**config.mk**
```make
export PLATFORM = sky130hd
export DESIGN_NAME = tle_ctrl
export DESIGN_NICKNAME = d
export VERILOG_FILES = /design/src/rtl/tle_pkg.sv /design/src/rtl/tle_ctrl.sv
export SDC_FILE = /design/constraint.sdc
export NUM_CORES = 2
export LEC_CHECK = 0
export ABC_AREA = 0
export BUFFER_PORTS_ARGS = -buffer_cell sky130_fd_sc_hd__buf_4
export CAP_MARGIN = 20
export CORE_UTILIZATION = 45
export CTS_CLUSTER_DIAMETER = 50
export CTS_CLUSTER_SIZE = 10
export DETAILED_ROUTE_END_ITERATION = 10
export HOLD_SLACK_MARGIN = 0.1
export PLACE_DENSITY = 0.66
export SLEW_MARGIN = 20
export SYNTH_ARGS = -nofsm -noshare
export SYNTH_HDL_FRONTEND = slang
export SYNTH_SLANG_ARGS = --single-unit
```
**constraint.sdc**
```tcl
create_clock -name REF_CLK -period 6.1 [get_ports REF_CLK]
set_input_delay 0.61 -clock REF_CLK [delete_from_list [all_inputs] [get_ports REF_CLK]]
set_output_delay 0.61 -clock REF_CLK [all_outputs]
set_load 0.02 [all_outputs]
```
**src/rtl/tle_pkg.sv**
```systemverilog
/*
  Shared constants and carriers for the lock elision and transaction control block.
  Assumes a 32-bit APB register bus and a pipeline that hands over one operation per cycle.
*/
package tle_pkg;
  localparam int ADDR_W = 32;
  localparam int DATA_W = 32;
  localparam int LINE_LSB = 6;
  localparam int LINE_W = ADDR_W - LINE_LSB;
  localparam int SET_DEPTH_DEF = 8;
  localparam int NEST_W = 4;
  localparam int APB_AW = 12;
  // ---------------------------------------------------------------------------
  // Register map
  // ---------------------------------------------------------------------------
  localparam logic [APB_AW-1:0] OFF_CTRL = 12'h000;
  localparam logic [APB_AW-1:0] OFF_STAT = 12'h004;
  localparam logic [APB_AW-1:0] OFF_ACC = 12'h008;
  localparam logic [APB_AW-1:0] OFF_FEAT = 12'h00C;
  localparam logic [1:0] CTRL_RST = 2'h3;
  localparam int CTRL_HLE_BIT = 0;
  localparam int CTRL_RTM_BIT = 1;
  localparam int FEAT_HLE_BIT = 4;
  localparam int FEAT_RTM_BIT = 11;
  // ---------------------------------------------------------------------------
  // Abort status layout
  // ---------------------------------------------------------------------------
  localparam int AB_EXPLICIT = 0;
  localparam int AB_RETRY = 1;
  localparam int AB_CONFLICT = 2;
  localparam int AB_OVERFLOW = 3;
  localparam int AB_NESTED = 5;
  localparam int AB_CAUSE_W = 6;
  localparam int AB_RSVD_W = 18;

  typedef enum logic [3:0] {
    OP_NONE = 4'h0, OP_LOAD = 4'h1, OP_STORE = 4'h2, OP_ACQ = 4'h3, OP_REL = 4'h4,
    OP_BEGIN = 4'h5, OP_END = 4'h6, OP_ABORT = 4'h7, OP_QUERY = 4'h8
  } tle_op_e;
  typedef enum logic [2:0] {ST_IDLE = 3'b001, ST_HLE = 3'b010, ST_RTM = 3'b100} tle_state_e;

  typedef struct packed {
    logic valid;
    tle_op_e kind;
    logic [ADDR_W-1:0] addr;
    logic [DATA_W-1:0] wdata;
    logic [DATA_W-1:0] old;
    logic [ADDR_W-1:0] next_pc;
    logic [ADDR_W-1:0] rel;
    logic [7:0] imm;
  } tle_op_s;
  typedef struct packed {
    logic valid;
    logic write;
    logic [ADDR_W-1:0] addr;
  } tle_snp_s;
  typedef struct packed {
    logic commit;
    logic abort;
    logic [ADDR_W-1:0] restart_pc;
    logic acc_we;
    logic [DATA_W-1:0] acc_data;
    logic rd_hit;
    logic [DATA_W-1:0] rd_data;
    logic query_valid;
    logic query_active;
    logic fault_ud;
  } tle_rsp_s;
  typedef struct packed {
    logic valid;
    logic [ADDR_W-1:0] addr;
    logic [DATA_W-1:0] data;
  } tle_wr_s;
endpackage : tle_pkg

```
**src/rtl/tle_ctrl.sv**
```systemverilog
/*
  Lock elision and explicit transaction control with an APB register slave.
  Assumes the cache keeps speculative line data and discards or publishes it on the
  abort and commit strobes, and that snoops come from logic on the same clock.
*/
// How it works
// - Elided acquire reads lock, enters transaction.
// - Elided acquire: no write-set, no write.
// - Others keep seeing the lock free.
// - Own lock read returns acquired value.
// - Restoring release suppresses write, skips write-set.
// - Elided release then attempts commit.
// - Conflicts are watched and cause aborts.
// - Failed hinted region reruns without elision.
// - Hints ignored when elision is disabled.
// - Begin computes fallback from relative offset.
// - Abort resumes at fallback, writes accumulator.
// - Explicit abort loads immediate into accumulator.
// - Elision feature flag at bit 4.
// - Transaction feature flag at bit 11.
// - Begin, end, abort fault without support.
// - Status query faults only if neither supported.
// - Status query reports transactional execution.
// - Abort discards every update in region.
// - Sets tracked per cache line.
// - Explicit abort: bit 0, immediate on top.
`timescale 1ns/10ps
module tle_ctrl
  import tle_pkg::*;
#(
  parameter int SET_DEPTH = SET_DEPTH_DEF,
  parameter logic [NEST_W-1:0] NEST_MAX = 4'hF
)(
  input wire logic REF_CLK,
  input wire logic RESET_N,
  input wire tle_op_s OP_REQ,
  input wire tle_snp_s SNOOP,
  output tle_rsp_s RSP,
  output tle_wr_s EXT_WR,
  input wire logic PSEL,
  input wire logic PENABLE,
  input wire logic PWRITE,
  input wire logic [APB_AW-1:0] PADDR,
  input wire logic [DATA_W-1:0] PWDATA,
  output logic [DATA_W-1:0] PRDATA,
  output logic PREADY,
  output logic PSLVERR
);
  // ---------------------------------------------------------------------------
  // State
  // ---------------------------------------------------------------------------
  tle_state_e state_r, state_nxt;
  logic [NEST_W-1:0] nest_r, nest_nxt;
  logic [ADDR_W-1:0] lock_addr_r, acq_pc_r, fallback_r;
  logic [DATA_W-1:0] lock_old_r, lock_new_r, acc_r;
  logic no_elide_r;
  logic [1:0] ctrl_r;
  logic [SET_DEPTH-1:0] rs_v_r, ws_v_r;
  logic [LINE_W-1:0] rs_line_r [SET_DEPTH];
  logic [LINE_W-1:0] ws_line_r [SET_DEPTH];
  tle_rsp_s rsp_nxt;
  tle_wr_s ext_nxt;

  function automatic logic [SET_DEPTH-1:0] lowest_free(input logic [SET_DEPTH-1:0] v);
    return ~v & (v + SET_DEPTH'(1));
  endfunction : lowest_free

  // ---------------------------------------------------------------------------
  // Set lookup
  // ---------------------------------------------------------------------------
  wire [LINE_W-1:0] op_line = OP_REQ.addr[ADDR_W-1:LINE_LSB];
  wire [LINE_W-1:0] snp_line = SNOOP.addr[ADDR_W-1:LINE_LSB];
  logic [SET_DEPTH-1:0] rs_op_hit, ws_op_hit, rs_snp_hit, ws_snp_hit;
  for (genvar i = 0; i < SET_DEPTH; i++)
  begin : g_hit
    // Whole-line compares: neighbours in one line count as the same location.
    assign rs_op_hit[i] = rs_v_r[i] && rs_line_r[i] == op_line;
    assign ws_op_hit[i] = ws_v_r[i] && ws_line_r[i] == op_line;
    assign rs_snp_hit[i] = rs_v_r[i] && rs_line_r[i] == snp_line;
    assign ws_snp_hit[i] = ws_v_r[i] && ws_line_r[i] == snp_line;
  end

  // ---------------------------------------------------------------------------
  // Operation decode
  // ---------------------------------------------------------------------------
  wire hle_en = ctrl_r[CTRL_HLE_BIT];
  wire rtm_en = ctrl_r[CTRL_RTM_BIT];
  wire is_idle = state_r == ST_IDLE;
  wire is_hle = state_r == ST_HLE;
  wire is_rtm = state_r == ST_RTM;
  tle_op_e k;
  assign k = OP_REQ.kind;
  // A snoop conflict wins over the operation of the same cycle; the pipeline replays it.
  wire conflict = SNOOP.valid && !is_idle && (|ws_snp_hit || (SNOOP.write && |rs_snp_hit));
  wire go = OP_REQ.valid && !conflict;
  wire lock_hit = OP_REQ.addr == lock_addr_r;
  wire acq_elide = go && k == OP_ACQ && hle_en && is_idle && !no_elide_r;
  wire rel_match = go && k == OP_REL && is_hle && lock_hit && OP_REQ.wdata == lock_old_r;
  wire lock_bad = go && is_hle && lock_hit &&
                  (k == OP_STORE || (k == OP_REL && OP_REQ.wdata != lock_old_r));
  wire rtm_op = k == OP_BEGIN || k == OP_END || k == OP_ABORT;
  wire ud_rtm = go && rtm_op && !rtm_en;
  wire ud_q = go && k == OP_QUERY && !hle_en && !rtm_en;
  wire beg = go && k == OP_BEGIN && rtm_en;
  wire beg_new = beg && is_idle;
  wire nest_ovf = beg && is_rtm && nest_r == NEST_MAX;
  wire beg_nest = beg && is_rtm && !nest_ovf;
  wire beg_hle = beg && is_hle;
  wire endo = go && k == OP_END && rtm_en && is_rtm;
  wire end_commit = endo && nest_r == NEST_W'(1);
  wire txn_abort_op = go && k == OP_ABORT && rtm_en && is_rtm;
  wire load_in = go && k == OP_LOAD && !is_idle;
  wire self_rd = load_in && is_hle && lock_hit;
  // Non-lock stores inside a region go to the write-set; the cache holds the data back.
  wire wr_in = go && !is_idle && !lock_bad &&
               (k == OP_STORE || k == OP_ACQ || (k == OP_REL && !(is_hle && lock_hit)));
  wire rs_req = acq_elide || (load_in && !self_rd);
  wire ws_req = wr_in;
  wire rs_need = rs_req && !(|rs_op_hit);
  wire ws_need = ws_req && !(|ws_op_hit);
  wire rs_ovf = rs_need && &rs_v_r;
  wire ws_ovf = ws_need && &ws_v_r;
  wire [SET_DEPTH-1:0] rs_slot = lowest_free(rs_v_r);
  wire [SET_DEPTH-1:0] ws_slot = lowest_free(ws_v_r);
  wire do_abort = conflict || lock_bad || nest_ovf || beg_hle || txn_abort_op || rs_ovf || ws_ovf;
  wire do_commit = (rel_match || end_commit) && !do_abort;
  wire clr_sets = do_abort || do_commit;

  // ---------------------------------------------------------------------------
  // Abort status and next state
  // ---------------------------------------------------------------------------
  logic [AB_CAUSE_W-1:0] cause;
  assign cause[AB_EXPLICIT] = txn_abort_op;
  assign cause[AB_RETRY] = conflict;
  assign cause[AB_CONFLICT] = conflict;
  assign cause[AB_OVERFLOW] = rs_ovf || ws_ovf;
  assign cause[4] = 1'b0;
  assign cause[AB_NESTED] = is_rtm && (nest_r > NEST_W'(1) || nest_ovf);
  wire [7:0] ab_imm = txn_abort_op ? OP_REQ.imm : 8'h00;
  wire [DATA_W-1:0] ab_word = {ab_imm, {AB_RSVD_W{1'b0}}, cause};

  assign state_nxt = clr_sets ? ST_IDLE : acq_elide ? ST_HLE : beg_new ? ST_RTM : state_r;
  assign nest_nxt = clr_sets ? '0 : beg_new ? NEST_W'(1) : beg_nest ? nest_r + NEST_W'(1)
                  : endo ? nest_r - NEST_W'(1) : nest_r;

  assign rsp_nxt = '{
    commit: do_commit,
    abort: do_abort,
    restart_pc: is_rtm ? fallback_r : acq_pc_r,
    acc_we: do_abort && is_rtm,
    acc_data: ab_word,
    rd_hit: self_rd,
    rd_data: lock_new_r,
    query_valid: go && k == OP_QUERY && !ud_q,
    query_active: !is_idle,
    fault_ud: ud_rtm || ud_q
  };
  // Only a non-elided lock write leaves the core; an elided one never does.
  assign ext_nxt = '{
    valid: go && is_idle && ((k == OP_ACQ && !acq_elide) || k == OP_REL),
    addr: OP_REQ.addr,
    data: OP_REQ.wdata
  };

  always_ff @(posedge REF_CLK)
  begin
    if (!RESET_N)
    begin
      state_r <= ST_IDLE;
      nest_r <= '0;
      no_elide_r <= 1'b0;
      acc_r <= '0;
      RSP <= '0;
      EXT_WR <= '0;
    end
    else
    begin
      state_r <= state_nxt;
      nest_r <= nest_nxt;
      RSP <= rsp_nxt;
      EXT_WR <= ext_nxt;
      // After a failed hinted region the replay takes the lock for real.
      if (do_abort && is_hle)
        no_elide_r <= 1'b1;
      else if (go && is_idle && k == OP_REL)
        no_elide_r <= 1'b0;
      if (do_abort && is_rtm)
        acc_r <= ab_word;
    end
  end

  always_ff @(posedge REF_CLK)
  begin
    if (!RESET_N)
    begin
      lock_addr_r <= '0;
      lock_old_r <= '0;
      lock_new_r <= '0;
      acq_pc_r <= '0;
      fallback_r <= '0;
    end
    else
    begin
      if (acq_elide)
      begin
        lock_addr_r <= OP_REQ.addr;
        lock_old_r <= OP_REQ.old;
        lock_new_r <= OP_REQ.wdata;
        acq_pc_r <= OP_REQ.next_pc;
      end
      if (beg_new)
        fallback_r <= OP_REQ.next_pc + OP_REQ.rel;
    end
  end

  always_ff @(posedge REF_CLK)
  begin
    for (int i = 0; i < SET_DEPTH; i++)
    begin
      if (!RESET_N || clr_sets)
      begin
        rs_v_r[i] <= 1'b0;
        ws_v_r[i] <= 1'b0;
      end
      else
      begin
        if (rs_need && rs_slot[i])
        begin
          rs_v_r[i] <= 1'b1;
          rs_line_r[i] <= op_line;
        end
        if (ws_need && ws_slot[i])
        begin
          ws_v_r[i] <= 1'b1;
          ws_line_r[i] <= op_line;
        end
      end
    end
  end

  // ---------------------------------------------------------------------------
  // APB slave: one wait state, then a registered answer.
  // ---------------------------------------------------------------------------
  wire apb_acc = PSEL && PENABLE && !PREADY;
  wire apb_done = PSEL && PENABLE && PREADY;
  wire [DATA_W-1:0] feat_w = (DATA_W'(hle_en) << FEAT_HLE_BIT) | (DATA_W'(rtm_en) << FEAT_RTM_BIT);
  wire [DATA_W-1:0] stat_w = {{(DATA_W-9){1'b0}}, no_elide_r, nest_r, 1'b0, state_r};
  wire mapped = PADDR == OFF_CTRL || PADDR == OFF_STAT || PADDR == OFF_ACC || PADDR == OFF_FEAT;
  wire [DATA_W-1:0] rd_mux = PADDR == OFF_CTRL ? {{(DATA_W-2){1'b0}}, ctrl_r}
                           : PADDR == OFF_STAT ? stat_w
                           : PADDR == OFF_ACC ? acc_r
                           : PADDR == OFF_FEAT ? feat_w : '0;

  always_ff @(posedge REF_CLK)
  begin
    if (!RESET_N)
    begin
      ctrl_r <= CTRL_RST;
      PREADY <= 1'b0;
      PRDATA <= '0;
      PSLVERR <= 1'b0;
    end
    else
    begin
      PREADY <= apb_acc;
      PSLVERR <= apb_acc && !mapped;
      PRDATA <= (apb_acc && !PWRITE) ? rd_mux : '0;
      // A write lands only at the edge that completes the transfer.
      if (apb_done && PWRITE && PADDR == OFF_CTRL)
        ctrl_r <= PWDATA[1:0];
    end
  end
endmodule : tle_ctrl

```
## Word-level counts from Yosys, hierarchy flattened

Memory sizes are Yosys's and may differ from the RTL's.
Index checks and enable logic that the tools add are counted.

- Output and inout port bits: 202
- Latch bits: 0
- Input port bits: 256
- ROM bits: 0
- Memories: 2
- Bits in writable memories: 416
- Register bits: 401

- Mux-type cells: 103
- Add/subtract/negate cells: 5
- Shift-type cells: 0
- Equal/unequal tests: 51
- Reductions and logical operators: 185
- Magnitude comparators: 1
- Divide/modulo/power cells: 0
- Multiply operators: 0
- Bitwise operators: 7

Memories:

| memory | words | bits a word | read ports | clocked after Yosys merged registers in | write ports | RTL line | RTL |
|---|---|---|---|---|---|---|---|
| rs_line_r | 8 | 26 | 8 | 0 | 1 | tle_ctrl.sv:59 | `logic [LINE_W-1:0] rs_line_r [SET_DEPTH];` |
| ws_line_r | 8 | 26 | 8 | 0 | 1 | tle_ctrl.sv:60 | `logic [LINE_W-1:0] ws_line_r [SET_DEPTH];` |

Operators by type and width:

| operator | number |
|---|---|
| 26-bit == test | 32 |
| 26-bit two-way mux | 14 |
| 26-bit OR reduction | 14 |
| 1-bit logical AND | 113 |
| 1-bit two-way mux | 65 |
| 32-bit == test | 2 |
| 32-bit two-way mux | 2 |
| 3-bit two-way mux | 14 |
| 32-bit adder | 1 |
| 32-bit inequality test | 1 |
| 8-bit OR reduction | 4 |
| 12-bit by 4-bit == test with 1-bit output (second input constant) | 2 |
| 1-bit logical OR | 23 |
| 1-bit logical NOT | 18 |
| 8-bit by 1-bit adder with 8-bit output (second input constant) | 2 |
| 8-bit bitwise AND | 2 |
| 4-bit by 3-bit == test with 1-bit output (second input constant) | 4 |
| 8-bit NOT | 2 |
| 8-bit AND reduction | 2 |
| 12-bit by 3-bit == test with 1-bit output (second input constant) | 1 |
| 12-bit logical NOT | 1 |
| 12-bit two-way mux | 1 |
| 5-bit by 12-bit bitwise OR with 12-bit output | 1 |
| 9-bit two-way mux | 1 |
| 19 further kinds | 30 |

## Logic depth before layout (Yosys ltp)

An unclocked memory read counts as a cell.

- Depth after elaboration: 34
- Gate-level depth with buffers: 13
- Mapped depth without buffers: 12

## Worst setup path before layout

No wires, ideal clock.

- Path kind: input port to flip-flop
- Start point: in OP_REQ[149] (netlist bit)
- End point: mem rs_line_r[0][0] (netlist bit) (enable)
- Data arrival time: 4635 ps
- Slack: 1023 ps
- Library setup time: 442 ps
- Buffers on the path: 3
- Data required time: 5658 ps
- Stages: 12
- Cells stage by stage: buf_2 buf_2 xnor2_1 nand4_1 nor4_1 a22oi_1 nand4_1 inv_1 a41o_1 or3_4 buf_6 nor3_1

- Longest elaborated chain between the ends: 23

RTL lines:

| item | RTL line | RTL |
|---|---|---|
| start: declaration | tle_ctrl.sv:36 | `input wire tle_op_s OP_REQ,` |
| branches (longest 23 deep; another with 26-bit == test) | - |  |
| end: declaration | tle_ctrl.sv:59 |  |

Parallel ways; which one is timed is not known.

## Final worst setup path

- Start point: in OP_REQ[148] (netlist bit)
- End point: mem rs_line_r[1][24] (netlist bit) (enable)

Same word-level chain as after synthesis.

==> results.md <==
- Largest family of logic cells by synthesized area: XOR/XNOR gates
- Critical Path AT: 4.62 ns
- Hold Path End: EXT_WR[64]
- RD Place Congestion: ~0.94
- Clk Latency, worst-skew pair: just under 0.7 ns
- CTS Buf Count: ~110
- Final setup vio count: 0
- Most frequent cells in the layout: xnor2_1 (828), buf_4 (450), edfxtp_1 (416)
- Initial antenna violation count: 5
- Post-synth EDFFs: roughly 420
- # port buffers: 388
- Final nets: approximately 4300
- Most common cell after layout, fill and taps aside: xnor2_1
- # DRC: 0
- Clock root cell: clkbuf_16
- Chip Width: roughly 300 um
- Hold depth: 2
- Outcome: completed
- Via count: around 30000
- Synthesized-area fraction occupied by adder cells: under 10%
- Vias per std cell: around 5.7
- Post-synthesis mux area share: less than 1%
- Post-route core utilization: between 50% and 60%
- Top_reg_cell synth: edfxtp_1
- Area growth from synthesis to layout: 18.8%
- Power Density: ~280 nW/um2
- First-pass GRT wire length: roughly 180000 um
- R2R cell count: 11
- Synth Area per Inst: roughly 11 um2
- Worst setup EP type: register
- Number of H-tree levels: 3
- Synth Warn #: 0
- CP required: 6.43 ns
- Pin count of the biggest net entering global routing: approximately 100
- Met2 Track Usage GR: about 45%
- Worst flop-to-flop path startpoint: ws_line_r[1][36]
- Reg2reg setup slack: ~1.9 ns
- Slew @ Worst Pin: slightly above 1 ns
- Post-CTS setup buffer count: 0
- Site row count: ~110
- Antenna Nets Post-Route: 0
- Cells after synthesis: between 3000 and 4000
- # hold bufs at CTS: 0
- Met1 Track Usage GR: around 38%
- CTS sink count: between 700 and 800
- Chip height: about 300 um
- WL per Instance: about 25 um
- Post-synthesis async set-or-reset flop share: 0%
- Synthesis-stage register bit count: between 700 and 800
- Clk_skew: between 0.02 and 0.03 ns
- Synthesized cell area: 38700 um2
- Setup TNS: 0 ns
- RSZ-0062 raised after global routing: false
- Share of cells above drive strength 1: between 15 and 20%
- Register area share after synthesis: 51.3%
- Initial DRC count: just under 3000
- Fin. Hold Viols: 0
- Max Freq: 0.233 GHz
- Slew margin rel.: 31.2%
- Slew Limit Fails: 0
- Starting Density: a little under half
- CTS clk-pin slew, worst paths: approximately 0.050 ns
- CTS tree: built
- Io pins: between 400 and 500
- Post-DP HPWL: ~81000 um
- LEAKAGE: roughly 15 nW
- Min-Delay Path Class: input port to register
- Final wirelength: ~130000 um
- Simple-Gate Fraction of Synth Area: 17.6%
- Synth Area in Compound Gates: 5.84%
- GRT overflow: 0
- Met3 usage: 7.10%
- Final cycle utilization of the critical path: 70.4%
- Critical setup path kind: input port to register
- Critical path fanouts, max: 40
- Core Area: roughly 85000 um2
- Critical Path Source Type: input port
- Peak supply drop: approximately 0.24 mV
- CTS resizes: 0
- Hold_sp: OP_REQ[171]
- Drt first pass iters: 6
- CTS Buffer Depth: 3
- Tmin final: 4.29 ns
- Gr usage total: between 20% and 30%
- Total of max-cap violations: 0
- Most used routing layer: met2
- Synth Area in XOR/XNOR: about a fifth
- RR Endpoint: rs_line_r[1][24]
- Synth cell types: 77
- Full die area: 87100 um2
- Vias in the first global route: between 20000 and 30000
## logic make-up (layout without fill, tap and decap cells)
| family | after synthesis | count (layout) |
|---|---|---|
| DFF | 782 | 782 |
| AOI/OAI and AO/OA | 370 | 370 |
| xor gates and xnor gates | 913 | 913 |
| other | 1 | 40 |
| adders and majority gates | 35 | 35 |
| and+or+nand+nor | 1271 | 1271 |
| buffers and inverters | 261 | 655 |
| muxes | 6 | 6 |
## power breakdown
part | total (mW) | switching (mW) | internal, mW
clock | 5.95 | 2.38 | 3.57
sequential | 5.60 | 0.0188 | 5.58
combinational | 1.26 | 0.804 | 0.451
## final cells by class
| cell class | instances | area, um2 |
|---|---|---|
| Fill cell | 7615 | 39200 |
| Antenna cell | 7 | 17.5 |
| Clock inverter | 38 | 475 |
| Tap cell | 1144 | 1430 |
| Multi-Input combinational cell | 2628 | 17800 |
| Clock buffer | 141 | 2870 |
| Sequential cell | 782 | 19800 |
| Inverter | 23 | 91.3 |
| Timing Repair Buffer | 453 | 3440 |
## critical path, cell delays in order
cell,delay [ns]
buf_4,0.36
buf_4,0.30
xnor2_1,0.15
nand4_1,0.12
nor4_1,0.84
a22oi_1,0.14
nand4_1,0.32
nor4bb_1,0.15
and2_1,0.19
or3_4,0.60
and4bb_1,0.37
buf_4,0.35
## flip-flops by register name, summed over array words and instances, names as in the netlist, 2 cells and up
name	cells
rs_line_r	208
ws_line_r	208
RSP	83
EXT_WR	65
acq_pc_r	32
fallback_r	32
lock_addr_r	32
lock_new_r	32
lock_old_r	32
PRDATA	18
acc_r	12
rs_v_r	8
ws_v_r	8
nest_r	4
state_r	3
ctrl_r	2
## cell usage after synthesis, types with 17 or more instances
library cell	n	area, um2
nand4_1	348	2180
o21ai_0	21	105
nor2_1	59	221
nand2_1	411	1540
xnor2_1	828	7250
nand3_1	71	355
edfxtp_1	416	12500
buf_2	104	521
buf_4	36	270
a22oi_1	27	203
and2_1	125	782
nor4_1	82	513
dfxtp_1	366	7330
ha_1	34	425
inv_1	22	82.6
clkbuf_1	91	342
nor3_1	69	345
xor2_1	85	744
a21oi_1	213	1070
or3_1	17	106
## worst max path at each step
stage                            end  cells after the start   startpoint
global placement     rs_line_r[1][6]                     12  OP_REQ[148]
finish              rs_line_r[1][24]                     12  OP_REQ[148]
global route        rs_line_r[1][12]                     12  OP_REQ[148]
CTS                  rs_line_r[1][8]                     12  OP_REQ[148]
floorplan            rs_line_r[0][0]                     12  OP_REQ[149]
detailed placement   rs_line_r[1][0]                     12  OP_REQ[148]
## routing by layer
metal,up-vias,part of all wire [%]
met5,-,0
met4,0,4.8
met3,340,11
met2,1658,44
met1,14400,40
li1,13600,-
## metrics by stage
step                      hold WS, ns  total power [mW]  cell area (um2)  worst slack, ns  cells
after floorplan                 0.427              6.46            38800             1.02   3671
after global placement          0.433              6.94            42600             1.27   5030
after detailed placement        0.438              6.94            42600             1.26   5030
after CTS                       0.113              12.9            45900             1.90   5209
after global routing            0.131              13.2            45900             1.78   5213
final                           0.149              12.8            45900             1.81   5216
Power figures use the tool's default switching activity.
